==> src/design/qenc_pkg.sv <==
/*
 * Constants, register layout and carrier types of the quadrature encoder control block.
 * Assumes a single 125 MHz system clock and a plain strobe register port.
 */
// What this block does
// - Counter clock divides by 1 to 128 from a 3-bit prescale code.
// - One prescaled clock drives the position counter, in timer mode only.
// - Direction bit clear: count positive unless phase order (quadrature mode) or external up/down reverses.
// - Gate enable set lets the external gate stop counting; clear ignores it.
// - Mode field picks quadrature x4, ext clock with dir, ext clock, or timer.
// - Modes 10 and 11 ignore position init mode; only mode 11 runs as a timer, mode 10 counts ext clock edges.
// - In quadrature mode a phase match with index value resets the position count.
// - Index match uses phases after swap and polarity inversion.
// - Filter enable filters phase, index and home inputs; clear bypasses them.
package qenc_pkg;

	// ****************************************
	// Register map
	// ****************************************
	localparam logic [3:0] ADDR_CONTROL  = 4'h0;
	localparam logic [3:0] ADDR_IO_CTRL  = 4'h4;
	localparam logic [3:0] ADDR_POS_LOW  = 4'h8;
	localparam logic [3:0] ADDR_POS_HIGH = 4'hC;

	localparam logic [15:0] CONTROL_RESET = 16'h0000;
	localparam logic [15:0] IO_CTRL_RESET = 16'h0000;
	localparam logic [15:0] IO_CTRL_WMASK = 16'hFFF0;

	// Control register fields.
	localparam int POS_INIT_LSB  = 8;
	localparam int PRESCALE_LSB  = 4;
	localparam int DIR_SEL_BIT   = 3;
	localparam int GATE_EN_BIT   = 2;
	localparam int MODE_LSB      = 0;
	localparam int INDEX_MATCH_LSB = 12;

	// I/O control register fields.
	localparam int CAPTURE_EN_BIT = 15;
	localparam int FILTER_EN_BIT  = 14;
	localparam int FILTER_DIV_LSB = 11;
	localparam int SWAP_BIT       = 8;
	localparam int HOME_POL_BIT   = 7;
	localparam int INDEX_POL_BIT  = 6;
	localparam int PHB_POL_BIT    = 5;
	localparam int PHA_POL_BIT    = 4;

	localparam int FILTER_TAPS = 3;

	typedef enum logic [1:0] {
		MODE_QUAD_X4   = 2'b00,
		MODE_EXT_DIR   = 2'b01,
		MODE_EXT_COUNT = 2'b10,
		MODE_TIMER     = 2'b11
	} counter_mode_t;

	// Encoder pins after synchronising.
	typedef struct packed {
		logic phase_a;
		logic phase_b;
		logic index;
		logic home;
	} enc_pins_t;

endpackage : qenc_pkg

==> src/design/input_filter.sv <==
/*
 * Digital glitch filter for one encoder input.
 * Assumes the input is already synchronised to clk_sys.
 */
module input_filter
	import qenc_pkg::*;
(
	// Clock and reset
	input  wire logic clk_sys,
	input  wire logic rst_n,
	// Control
	input  wire logic enable,
	input  wire logic sample_tick,
	// Signal
	input  wire logic din,
	output logic      dout
);

	logic [FILTER_TAPS-1:0] hist_r;
	logic                   held_r;

	// A level passes only after it was stable over all filter samples.
	always_ff @(posedge clk_sys or negedge rst_n) begin
		if (!rst_n) begin
			hist_r <= '0;
			held_r <= 1'b0;
		end else if (sample_tick) begin
			hist_r <= {hist_r[FILTER_TAPS-2:0], din};
			if (&hist_r)
				held_r <= 1'b1;
			else if (~|hist_r)
				held_r <= 1'b0;
		end
	end

	assign dout = enable ? held_r : din;

endmodule : input_filter

==> src/design/pow2_divider.sv <==
/*
 * Power-of-two clock enable divider.
 * Assumes a free running system clock; code 0 gives an enable every cycle.
 */
module pow2_divider
	import qenc_pkg::*;
(
	// Clock and reset
	input  wire logic       clk_sys,
	input  wire logic       rst_n,
	// Division select
	input  wire logic [2:0] div_code,
	// Enable out
	output logic            tick
);

	logic [6:0] count_r;
	logic [6:0] mask;

	assign mask = 7'(({7'h00, 1'b1} << div_code) - 8'h01);

	always_ff @(posedge clk_sys or negedge rst_n) begin
		if (!rst_n) begin
			count_r <= 7'h00;
			tick    <= 1'b0;
		end else begin
			count_r <= 7'(count_r + 7'h01) & mask;
			tick    <= ((count_r & mask) == mask);
		end
	end

endmodule : pow2_divider

==> src/design/quadrature_encoder_control.sv <==
/*
 * Quadrature encoder control: registers, input conditioning, mode select and position counter.
 * Assumes encoder pins are asynchronous and the register master follows the strobe port.
 */
// Decided for this implementation: the placing of the registers and the address-and-strobe port.
module quadrature_encoder_control
	import qenc_pkg::*;
(
	// Clock and reset
	input  wire logic        clk_sys,
	input  wire logic        rst_n,
	// Register port
	input  wire logic [3:0]  reg_addr,
	input  wire logic [15:0] reg_wdata,
	input  wire logic        reg_write,
	input  wire logic        reg_read,
	output logic      [15:0] reg_rdata,
	// Encoder pins
	input  wire logic        phase_a_input,
	input  wire logic        phase_b_input,
	input  wire logic        index_input,
	input  wire logic        home_input,
	// External count sources
	input  wire logic        ext_clock_input,
	input  wire logic        ext_up_down_input,
	input  wire logic        ext_gate_input,
	// Status
	output logic      [31:0] position_count,
	output logic             count_tick,
	output logic             index_match_pulse
);

	// ****************************************
	// Registers
	// ****************************************
	logic [15:0] control_r;
	logic [15:0] io_ctrl_r;
	logic [31:0] pos_r;
	logic [31:0] pos_nxt;

	logic [2:0]    timer_clock_prescale;
	logic          count_direction_select;
	logic          external_gate_enable;
	counter_mode_t counter_mode_select;
	logic [2:0]    position_init_mode;
	logic [1:0]    index_match_value;
	logic          index_capture_enable;
	logic          input_filter_enable;
	logic [2:0]    filter_clock_divide;
	logic          phase_swap;
	logic          phase_a_polarity;
	logic          phase_b_polarity;
	logic          home_polarity;
	logic          index_polarity;

	assign timer_clock_prescale   = control_r[PRESCALE_LSB +: 3];
	assign count_direction_select = control_r[DIR_SEL_BIT];
	assign external_gate_enable   = control_r[GATE_EN_BIT];
	assign counter_mode_select    = counter_mode_t'(control_r[MODE_LSB +: 2]);
	assign position_init_mode     = control_r[POS_INIT_LSB +: 3];
	assign index_match_value      = control_r[INDEX_MATCH_LSB +: 2];
	assign index_capture_enable   = io_ctrl_r[CAPTURE_EN_BIT];
	assign input_filter_enable    = io_ctrl_r[FILTER_EN_BIT];
	assign filter_clock_divide    = io_ctrl_r[FILTER_DIV_LSB +: 3];
	assign phase_swap             = io_ctrl_r[SWAP_BIT];
	assign home_polarity          = io_ctrl_r[HOME_POL_BIT];
	assign index_polarity         = io_ctrl_r[INDEX_POL_BIT];
	assign phase_b_polarity       = io_ctrl_r[PHB_POL_BIT];
	assign phase_a_polarity       = io_ctrl_r[PHA_POL_BIT];

	// ****************************************
	// Address decode
	// ****************************************
	function automatic logic reg_hit(input logic       strobe,
	                                 input logic [3:0] addr,
	                                 input logic [3:0] target);
		return strobe && (addr == target);
	endfunction : reg_hit

	// ****************************************
	// Elaboration checks
	// ****************************************
	// The writable io fields must stay clear of the read-only status nibble.
	if (PHA_POL_BIT < 4) begin : g_status_overlap
		$error("io control fields overlap the status bits");
	end

	// Every control field must fit inside the 16-bit register.
	if (INDEX_MATCH_LSB + 2 > 16 || POS_INIT_LSB + 3 > 16) begin : g_ctrl_overflow
		$error("control fields run past the register width");
	end

	// ****************************************
	// Pin synchronisers
	// ****************************************
	localparam int NPINS = 7;
	logic [NPINS-1:0] pins_raw;
	logic [NPINS-1:0] sync1_r;
	logic [NPINS-1:0] sync2_r;

	assign pins_raw = {ext_gate_input, ext_up_down_input, ext_clock_input,
	                   home_input, index_input, phase_b_input, phase_a_input};

	always_ff @(posedge clk_sys or negedge rst_n) begin
		if (!rst_n) begin
			sync1_r <= '0;
			sync2_r <= '0;
		end else begin
			sync1_r <= pins_raw;
			sync2_r <= sync1_r;
		end
	end

	// ****************************************
	// Filters
	// ****************************************
	logic      filter_tick;
	logic [3:0] filt;
	enc_pins_t pins;

	pow2_divider u_filter_div (
		.clk_sys  (clk_sys),
		.rst_n    (rst_n),
		.div_code (filter_clock_divide),
		.tick     (filter_tick)
	);

	genvar gi;
	generate
		for (gi = 0; gi < 4; gi++) begin : g_filt
			input_filter u_filt (
				.clk_sys     (clk_sys),
				.rst_n       (rst_n),
				.enable      (input_filter_enable),
				.sample_tick (filter_tick),
				.din         (sync2_r[gi]),
				.dout        (filt[gi])
			);
		end
	endgenerate

	// Swap first, then polarity, so the match sees the decoder's view.
	always_comb begin
		pins.phase_a = (phase_swap ? filt[1] : filt[0]) ^ phase_a_polarity;
		pins.phase_b = (phase_swap ? filt[0] : filt[1]) ^ phase_b_polarity;
		pins.index   = filt[2] ^ index_polarity;
		pins.home    = filt[3] ^ home_polarity;
	end

	// ****************************************
	// Prescaled counter clock
	// ****************************************
	logic prescale_tick;

	// This enable steps the position counter in timer mode only.
	pow2_divider u_prescale (
		.clk_sys  (clk_sys),
		.rst_n    (rst_n),
		.div_code (timer_clock_prescale),
		.tick     (prescale_tick)
	);

	// ****************************************
	// Edge detection
	// ****************************************
	logic a_q_r;
	logic b_q_r;
	logic ext_clk_q_r;

	always_ff @(posedge clk_sys or negedge rst_n) begin
		if (!rst_n) begin
			a_q_r       <= 1'b0;
			b_q_r       <= 1'b0;
			ext_clk_q_r <= 1'b0;
		end else begin
			a_q_r       <= pins.phase_a;
			b_q_r       <= pins.phase_b;
			ext_clk_q_r <= sync2_r[4];
		end
	end

	logic io_write;
	logic io_settle_r;

	// A swap, polarity or filter write flips the decoded phases at once; the cycle
	// after such a write is not decoded, so the flip is not taken for a step.
	// A genuine phase edge in that one cycle is dropped as well.
	assign io_write = reg_hit(reg_write, reg_addr, ADDR_IO_CTRL);

	always_ff @(posedge clk_sys or negedge rst_n) begin
		if (!rst_n)
			io_settle_r <= 1'b0;
		else
			io_settle_r <= io_write;
	end

	logic quad_step;
	logic quad_up;
	logic ext_rise;

	// X4 decode: any single phase edge is one step; direction from phase order.
	assign quad_step = ((pins.phase_a ^ a_q_r) ^ (pins.phase_b ^ b_q_r)) & ~io_settle_r;
	assign quad_up   = pins.phase_a ^ b_q_r;
	assign ext_rise  = sync2_r[4] & ~ext_clk_q_r;

	// ****************************************
	// Count step selection
	// ****************************************
	logic step;
	logic up_raw;
	logic gate_ok;
	logic timer_mode;

	assign gate_ok    = ~external_gate_enable | sync2_r[6];
	assign timer_mode = (counter_mode_select == MODE_EXT_COUNT) ||
	                    (counter_mode_select == MODE_TIMER);

	always_comb begin
		step   = 1'b0;
		up_raw = 1'b1;
		case (counter_mode_select)
			MODE_QUAD_X4: begin
				step   = quad_step;
				up_raw = quad_up;
			end
			MODE_EXT_DIR: begin
				step   = ext_rise;
				up_raw = sync2_r[5];
			end
			MODE_EXT_COUNT: begin
				step   = ext_rise;
				up_raw = 1'b1;
			end
			MODE_TIMER: begin
				step   = prescale_tick;
				up_raw = 1'b1;
			end
			default: begin
				step   = 1'b0;
				up_raw = 1'b1;
			end
		endcase
	end

	logic count_up;
	logic do_step;
	logic match;

	assign count_up = up_raw ^ count_direction_select;
	assign do_step  = step & gate_ok;
	assign match    = (counter_mode_select == MODE_QUAD_X4) &&
	                  ({pins.phase_b, pins.phase_a} == index_match_value);

	// ****************************************
	// Position counter
	// ****************************************
	logic wr_low;
	logic wr_high;

	assign wr_low  = reg_hit(reg_write, reg_addr, ADDR_POS_LOW);
	assign wr_high = reg_hit(reg_write, reg_addr, ADDR_POS_HIGH);

	always_comb begin
		pos_nxt = pos_r;
		if (wr_low)
			pos_nxt[15:0] = reg_wdata;
		if (wr_high)
			pos_nxt[31:16] = reg_wdata;
		if (match)
			pos_nxt = 32'h0000_0000;
		else if (do_step)
			pos_nxt = count_up ? pos_r + 32'h0000_0001 : pos_r - 32'h0000_0001;
	end

	always_ff @(posedge clk_sys or negedge rst_n) begin
		if (!rst_n)
			pos_r <= 32'h0000_0000;
		else
			pos_r <= pos_nxt;
	end

	// ****************************************
	// Configuration registers
	// ****************************************
	always_ff @(posedge clk_sys or negedge rst_n) begin
		if (!rst_n)
			control_r <= CONTROL_RESET;
		else if (reg_hit(reg_write, reg_addr, ADDR_CONTROL))
			control_r <= reg_wdata;
	end

	always_ff @(posedge clk_sys or negedge rst_n) begin
		if (!rst_n)
			io_ctrl_r <= IO_CTRL_RESET;
		else if (io_write)
			io_ctrl_r <= reg_wdata & IO_CTRL_WMASK;
	end

	// ****************************************
	// Read port and outputs
	// ****************************************
	logic [15:0] ctrl_view;

	// In timer modes the position init field reads and acts as zero.
	assign ctrl_view = timer_mode ?
	                   (control_r & ~(16'h0007 << POS_INIT_LSB)) : control_r;

	always_ff @(posedge clk_sys or negedge rst_n) begin
		if (!rst_n)
			reg_rdata <= 16'h0000;
		else if (reg_read) begin
			case (reg_addr)
				ADDR_CONTROL:  reg_rdata <= ctrl_view;
				ADDR_IO_CTRL:  reg_rdata <= {io_ctrl_r[15:4], pins.home, pins.index,
				                             pins.phase_b, pins.phase_a};
				ADDR_POS_LOW:  reg_rdata <= pos_r[15:0];
				ADDR_POS_HIGH: reg_rdata <= pos_r[31:16];
				default:       reg_rdata <= 16'h0000;
			endcase
		end else
			reg_rdata <= 16'h0000;
	end

	always_ff @(posedge clk_sys or negedge rst_n) begin
		if (!rst_n)
			position_count <= 32'h0000_0000;
		else
			position_count <= pos_nxt;
	end

	always_ff @(posedge clk_sys or negedge rst_n) begin
		if (!rst_n)
			count_tick <= 1'b0;
		else
			count_tick <= do_step & ~match;
	end

	always_ff @(posedge clk_sys or negedge rst_n) begin
		if (!rst_n)
			index_match_pulse <= 1'b0;
		else
			index_match_pulse <= match & index_capture_enable;
	end

	logic unused_ok;
	assign unused_ok = &{1'b0, position_init_mode};

endmodule : quadrature_encoder_control

==> config.mk <==
export PLATFORM = sky130hd
export DESIGN_NAME = quadrature_encoder_control
export DESIGN_NICKNAME = d
export VERILOG_FILES = /design/src/design/qenc_pkg.sv /design/src/design/input_filter.sv /design/src/design/pow2_divider.sv /design/src/design/quadrature_encoder_control.sv
export SDC_FILE = /design/constraint.sdc
export NUM_CORES = 1
export LEC_CHECK = 0
export ABC_AREA = 1
export BUFFER_PORTS_ARGS = -buffer_cell sky130_fd_sc_hd__buf_2
export CORE_MARGIN = 1
export CORE_UTILIZATION = 55
export CTS_BUF_LIST = sky130_fd_sc_hd__clkbuf_2 sky130_fd_sc_hd__clkbuf_4 sky130_fd_sc_hd__clkbuf_8
export DETAILED_ROUTE_END_ITERATION = 10
export GPL_ROUTABILITY_DRIVEN = 0
export PLACE_DENSITY = 0.75
export SYNTH_ARGS = -nofsm -noshare
export SYNTH_HDL_FRONTEND = slang
export SYNTH_SLANG_ARGS = --single-unit
==> constraint.sdc <==
create_clock -name clk_sys -period 2.88 [get_ports clk_sys]
set_input_delay 0.288 -clock clk_sys [delete_from_list [all_inputs] [get_ports clk_sys]]
set_output_delay 0.288 -clock clk_sys [all_outputs]
set_load 0.03 [all_outputs]
==> key figures, run 1 <==
Clock network
  • CTS max path bufs: 2
  • CTS root buf: clkbuf_8
  • # clock sinks: 128
  • Worst-Skew Late Latency: 0.45 ns
  • CTS buffer count: 17
  • CTS tree: done
  • Clock-pin slew on the worst setup and hold paths: 0.08 ns
  • H-Tree Depth: 4

Place
  • HPWL after detailed placement: 18200 microns
  • Placed cell area: 8730 sq um
  • Placed Cells: 1372
  • Port buffer count: 80

Outcome
  • Status: finished with violations
  • Failing checks: negative setup slack

STA
  • Fmax: 0.342 GHz
  • Final setup vio count: 9
  • Unrepaired setup endpoints after global routing: true
  • Setup ws final: -0.0419 ns
  • Final critical-path share of the clock period: 101%
  • Final hold slack: 0.117 ns
  • Worst slew pin tran: 0.994 ns
  • Final hold vios: 0
  • Final Critical Period: 2.92 ns
  • Setup Skew: 0.0112 ns
  • Final Max Tran Viols: 0
  • Setup TNS Final: -0.200 ns
  • Worst slew margin: 33.6%

Logic synthesis
  • Adder-Cell Fraction of Synth Area: 1.41%
  • Ys Warns: 0
  • Synth area leaders: dfrtp_1 40%, nand2_1 15%, inv_1 7.7%
  • Post-synth EDFFs: 0
  • Yosys reg bits: 128
  • Cells after Synth: 1108
  • Synth Area in XOR/XNOR: 1.65%
  • Area leader, netlist: dfrtp_1
  • Syn Area/Cell: 7.18 sq um
  • Top-area cell type share of the netlist area: 40.2%
  • Largest family of logic cells by synthesized area: simple AND/OR/NAND/NOR gates
  • Most frequent cell after synthesis: nand2_1
  • Register area share after synthesis: 40.2%
  • Compound-Gate Fraction of Synth Area: 15.4%
  • Synth cell types: 48
  • Simple-gate portion of the synthesized area: 30.9%
  • Post-synth ARST share: 100%
  • Syn_nets: 1148
  • Mapped Area: 7960 sq um
  • Mux contribution to synthesized area: 0%
  • Primary FF master, synth: dfrtp_1
  • Top cells by count, synth: 318 x nand2_1, 163 x inv_1, 128 x dfrtp_1

Die
  • Die W: 122 microns
  • Die height: 122 microns
  • Top Ports: 81
  • Core ar.: 14000 sq um
  • Initial core utilization: 56.9%
  • Placement Rows: 43
  • Die Area: 15000 sq um

Drt
  • Top Layer Used: met4
  • Met3 WL: 3490 microns
  • Met1 wire length: 10800 microns
  • DR vias/cell: 5.98
  • Vias: 8604
  • Total Wirelength: 27300 microns
  • Met2 WL post-DR: 11600 microns
  • DRT iter0 DRCs: 1145
  • Final ANT Viol Nets: 0
  • DR WL/cell: 19.0 microns
  • First-pass DRT Iterations: 6
  • DRC Markers: 0

Pwr
  • Total power: 13100 uW
  • Clock power share: 11.1%
  • Logic pwr share: 64.9%
  • Peak VDD IR: 0.00100 V
  • Sequential share of power: 23.9%
  • Power Internal: 5910 uW
  • Sw Ratio: 54.7%
  • Leak: 0.00508 uW
  • Sw Pwr: 7150 uW
  • Power Density: 1290 nW/um^2

Worst setup path
  • CP top delay family: simple AND/OR/NAND/NOR gates
  • Critical path launch point type: flop
  • Critical path type: flop to flop
  • Worst path cell trace: ha_2 > a211o_1 > or2_4 > nand3_4 > nand2_8 > clkbuf_16 > nand2_1 > nand2_2 > nor2_4 > nand2_2 > o21ai_1 > inv_1 > nand3b_1 > nand3_1 > nand3_1 > nand2_1
  • Slowest CP cell: dfrtp_2
  • WP data required: 3.23 ns
  • R2R depth: 16
  • R2R setup slack: -0.04 ns
  • CP Capture Type: flop
  • Max incr delay on CP: 0.45 ns
  • CP Buf/Inv Count: 2
  • Worst R2R End: position_count[18]
  • Crit-path max FO: 6
  • Worst reg2reg startpoint: control_r[1]
  • Arrival @ worst endpoint: 3.27 ns

GRT
  • Antenna violations before repair: 0
  • GRT overflow: 0
  • Global-route wire length before repair: 37800 microns
  • Pin count of the biggest net entering global routing: 76
  • GRT Overall Usage: 33.6%
  • Vias in the first global route: 7193

Cells and area
  • Share of post-route cells with drive strength above 1: 29.2%
  • Synth-to-Final Area Change: 27.1%
  • Fin area: 10100 sq um
  • Fill cells: 1065
  • Final non-filler cell total: 1438
  • Nets@finish: 1285
  • Total inserted antenna cells: 0

Worst hold path
  • Worst Hold Class: primary input to flop
  • Hold Path Depth: 3
  • Hold_sp: reg_wdata[1]
  • Hold path endpoint: control_r[1]

Flow run
  • Max-Cap Viols: 0
## area by class of cell
cell class              instances  area (sq um)  area share, %
multi-input cells             779          4560           45.1
flip-flops and latches        128          3210           31.7
repair buffers                152          1130           11.2
inverters                     167           631           6.23
clock buffers                  21           283           2.79
well taps                     180           225           2.23
clock inverters                11          82.6          0.816
## placed cells by master (no fill, tap or decap), types with 15 or more instances in the layout
cell,count
a21oi_1,49
buf_2,79
buf_4,52
clkbuf_8,20
dfrtp_1,125
inv_1,153
nand2_1,246
nand2_2,75
nand2_4,25
nand3_1,65
nor2_1,54
nor2_2,15
nor2_4,21
o21ai_0,70
o22ai_1,17
o41ai_1,25
## power by group through the flow
stage                     clock (uW)  combinational, uW  sequential (uW)
after detailed placement           0               6500             3060
final                           1460               8480             3130
after floorplan                    0               4350             3200
after global routing            1540               9060             3150
after global placement             0               6400             3050
after CTS                       1460               6650             3030
## what timing repair did
action,CTS,global route
setup buffers,3,15
setup endpoints to repair,17,25
hold buffers,8,0
gates resized for setup,19,172
cloned,0,8
hold endpoints to repair,79,0
pin swaps,3,41
## cells by family after synthesis
logic type	Yosys count
adders and majority gates	9
buffers and inverters	202
DFF	128
and+or+nand+nor	551
AOI/OAI and AO/OA	203
xor gates and xnor gates	15
## worst max-delay path by stage
stage                     cells after the start                 end    startpoint  slack, ns
final                                        16  position_count[18]  control_r[1]      -0.04
after floorplan                              24  position_count[30]  control_r[0]       0.19
after global routing                         18  position_count[15]  control_r[1]      -0.24
after detailed placement                     18  position_count[27]  control_r[0]      -0.15
after global placement                       18  position_count[27]  control_r[0]      -0.08
after CTS                                    18  position_count[28]  control_r[1]      0.008
## per-layer routing
metal | vias to the layer above | global-route usage [%]
met3 | 152 | 8.32
met2 | 616 | 48.2
li1 | 3880 | -
met5 | - | 0
met4 | 0 | 12.4
met1 | 3956 | 48.8
## worst reg2reg max path, delay by kind of cell (launching register included)
family | cells | cell delay [ns]
compound gates | 2 | 0.55
fa+ha+maj | 1 | 0.21
buf+inv | 2 | 0.32
flops | 1 | 0.45
simple gates | 11 | 1.29
## registers in the layout, indices dropped and copies added, names as in the netlist, 4 cells and up
register              cells
g_filt.u_filt.held_r      4
control_r                16
io_ctrl_r                12
g_filt.u_filt.hist_r     12
position_count           32
sync1_r                   7
sync2_r                   7
u_filter_div.count_r      7
reg_rdata                16
u_prescale.count_r        7
## through the flow
step                      worst slack, ns  utilization (%)
after floorplan                     0.191                -
after global placement            -0.0805             62.4
after detailed placement           -0.153             62.4
after CTS                         0.00830             66.1
after global routing               -0.240             72.3
final                             -0.0419             72.3
(Power assumes the default switching activity.)
==> run 2: changes to the inputs <==
Settings changed: GPL_TIMING_DRIVEN set to 0.
Clock period 2.88 ns to 2.9 ns, I/O delays scaled along.
==> key figures, run 2 (synthesized netlist as in run 1, its figures left out) <==
Worst setup path
  • Most common cell on crit path: nand2_1
  • CP top delay family: simple AND/OR/NAND/NOR gates (unchanged)
  • CP Buf/Inv Count: 4 (was 2)
  • CP Capture Type: flop (unchanged)
  • Crit-path max FO: 6 (unchanged)
  • WP data required: 3.24 ns (was 3.23 ns)
  • Critical path type: flop to flop (unchanged)
  • Worst path cell trace: inv_2 > ha_4 > a211o_1 > or2_4 > nand3_4 > nand2_8 > buf_8 > buf_12 > nand2_4 > nand2_4 > nor2_4 > buf_6 > nand4_1 > nor3_1 > nand2_1 > nand3_1 > nand3_1 > nand2_1 > nand2_1 (was ha_2 > a211o_1 > or2_4 > nand3_4 > nand2_8 > clkbuf_16 > nand2_1 > nand2_2 > nor2_4 > nand2_2 > o21ai_1 > inv_1 > nand3b_1 > nand3_1 > nand3_1 > nand2_1)
  • Arrival @ worst endpoint: 3.39 ns (was 3.27 ns)
  • Critical path launch point type: flop (unchanged)
  • Slowest CP cell: dfrtp_1 (was dfrtp_2)
  • Max incr delay on CP: 0.42 ns (was 0.45 ns)

Cells and area
  • Largest register FFs: 32 (unchanged)
  • Biggest regs: position_count x32, control_r x16, reg_rdata x16 (unchanged)
  • Nets@finish: 1293 (was 1285)
  • Commonest non-fill, non-tap cells in the layout: 232 x nand2_1, 149 x inv_1, 126 x dfrtp_1 (was 246 x nand2_1, 153 x inv_1, 125 x dfrtp_1)
  • Fill cells: 970 (was 1065)
  • Share of post-route cells with drive strength above 1: 32.1% (was 29.2%)
  • Core Util, Final: 75.0% (was 72.3%)
  • Most common cell after layout, fill and taps aside: nand2_1 (unchanged)
  • Final non-filler cell total: 1446 (was 1438)
  • Most flop-heavy register: position_count (unchanged)
  • Synth-to-Final Area Change: 31.8% (was 27.1%)
  • Total inserted antenna cells: 0 (unchanged)

STA
  • Worst slew margin: 19.3% (was 33.6%)
  • Final Max Tran Viols: 0 (unchanged)
  • Final Critical Period: 3.04 ns (was 2.92 ns)
  • Worst slew pin tran: 1.20 ns (was 0.994 ns)
  • Fmax: 0.328 GHz (was 0.342 GHz)
  • Final hold vios: 0 (unchanged)
  • Setup Skew: 0.00900 ns (was 0.0112 ns)
  • Unrepaired setup endpoints after global routing: true (unchanged)
  • Final critical-path share of the clock period: 105% (was 101%)
  • Final setup vio count: 22 (was 9)
  • Setup ws final: -0.144 ns (was -0.0419 ns)
  • Final hold slack: 0.130 ns (was 0.117 ns)

Flow run
  • Max-Cap Viols: 0 (unchanged)

Place
  • Port buffer count: 80 (unchanged)
  • HPWL after detailed placement: 19000 microns (was 18200 microns)
  • Placed Cells: 1369 (was 1372)

GRT
  • GRT overflow: 0 (unchanged)
  • Antenna violations before repair: 0 (unchanged)
  • Vias in the first global route: 7639 (was 7193)
  • Pin count of the biggest net entering global routing: 79 (was 76)
  • GRT Overall Usage: 35.7% (was 33.6%)
  • Global-route wire length before repair: 39500 microns (was 37800 microns)

Clock network
  • # clock sinks: 128 (unchanged)
  • CTS buffer count: 17 (unchanged)
  • CTS max path bufs: 2 (unchanged)
  • CTS tree: done (unchanged)
  • CTS root buf: clkbuf_8 (unchanged)
  • H-Tree Depth: 4 (unchanged)
  • Worst-Skew Late Latency: 0.45 ns (about the same)
  • Clock-pin slew on the worst setup and hold paths: 0.07 ns (was 0.08 ns)

Pwr
  • Power Density: 1310 nW/um^2 (was 1290 nW/um^2)
  • Peak VDD IR: 0.000979 V (was 0.00100 V)
  • Leak: 0.00525 uW (was 0.00508 uW)

Drt
  • DRT iter0 DRCs: 1324 (was 1145)
  • First-pass DRT Iterations: 6 (unchanged)
  • DR vias/cell: 6.24 (was 5.98)
  • Vias: 9016 (was 8604)
  • Final ANT Viol Nets: 0 (unchanged)
  • DR WL/cell: 20.1 microns (was 19.0 microns)
  • Total Wirelength: 29100 microns (was 27300 microns)
  • DRC Markers: 0 (unchanged)

Die
  • Top Ports: 81 (unchanged)
  • Die W: 122 microns (unchanged)
  • Core ar.: 14000 sq um (unchanged)
  • Placement Rows: 43 (unchanged)
  • Die Area: 15000 sq um (unchanged)
  • Initial core utilization: 56.9% (unchanged)
  • Die height: 122 microns (unchanged)

Outcome
  • Status: finished with violations (unchanged)
  • Failing checks: negative setup slack (unchanged)

Worst hold path
  • Worst Hold Class: primary input to flop (unchanged)
==> run 2: path summary, 6_finish.rpt <==
| check | startpoint | endpoint | slack (ns) | cells past startpoint |
|---|---|---|---|---|
| worst max-delay path | control_r[0] | position_count[31] | -0.14 | 19 |
| worst min-delay path | reg_wdata[1] | control_r[1] | 0.13 | 3 |
| worst max register to register | control_r[0] | position_count[31] | -0.14 | 19 |
| worst min register to register | sync1_r[5] | sync2_r[5] | 0.35 | 0 |
| max in group asynchronous | rst_n | control_r[1] | 1.79 | 3 |
| min in group asynchronous | rst_n | g_filt[2].u_filt.hist_r[2] | 0.34 | 2 |
==> run 2: layout make-up <==
type	count	area [sq um]	area share (%)
inverter	167	631	6.01
clock inverter	12	108	1.03
clock buffer	20	275	2.62
sequential	128	3210	30.6
multi-input combinational	778	4940	47.1
buffer	33	216	2.06
tap	180	225	2.15
timing repair buffer	128	887	8.46
==> run 2: what timing repair did <==
action | 4_1_cts | 5_1_grt
pin swaps | 26 | 86
resized for setup | 75 | 222
hold buffers | 8 | 0
buffers inserted | 17 | 19
hold endpoints to repair | 57 | 0
gates cloned | 0 | 3
endpoints found under the setup margin | 25 | 32
==> run 2: worst register-to-register path: stages (launching register included) <==
cell and delay [ns]:
dfrtp_1 0.42, inv_2 0.09, ha_4 0.16, a211o_1 0.32
or2_4 0.30, nand3_4 0.09, nand2_8 0.08, buf_8 0.16
buf_12 0.15, nand2_4 0.06, nand2_4 0.08, nor2_4 0.17
buf_6 0.11, nand4_1 0.14, nor3_1 0.23, nand2_1 0.09
nand3_1 0.09, nand3_1 0.06, nand2_1 0.08, nand2_1 0.04
==> run 2: stage by stage <==
stage / setup WS, ns / TNS [ns] / instance area (sq um) / power (uW)
6_report: -0.144 / -1.39 / 10500 / 13800
2_1_floorplan: 0.211 / 0 / 7960 / 7500
3_5_place_dp: -0.261 / -3.45 / 8620 / 9370
4_1_cts: -0.00364 / -0.00364 / 9450 / 11400
3_3_place_gp: -0.203 / -16.79 / 8580 / 9270
5_1_grt: -0.272 / -4.08 / 10500 / 14400
==> run 2: where the power goes <==
part           total, uW  switching (uW)  internal (uW)
Clock               1520             770            748
Combinational       9300            6230           3080
Sequential          2960             684           2270
==> run 2: metal layers <==
layer / part of all wire (%) / wire length, microns / vias to the layer above / global-route usage [%]
met5: 0 / 0 / - / 0
met4: 5.8 / 1680 / 0 / 16.5
met3: 13 / 3820 / 176 / 9.11
met2: 43 / 12600 / 763 / 51.5
met1: 38 / 10900 / 4181 / 50.0
li1: - / - / 3896 / -
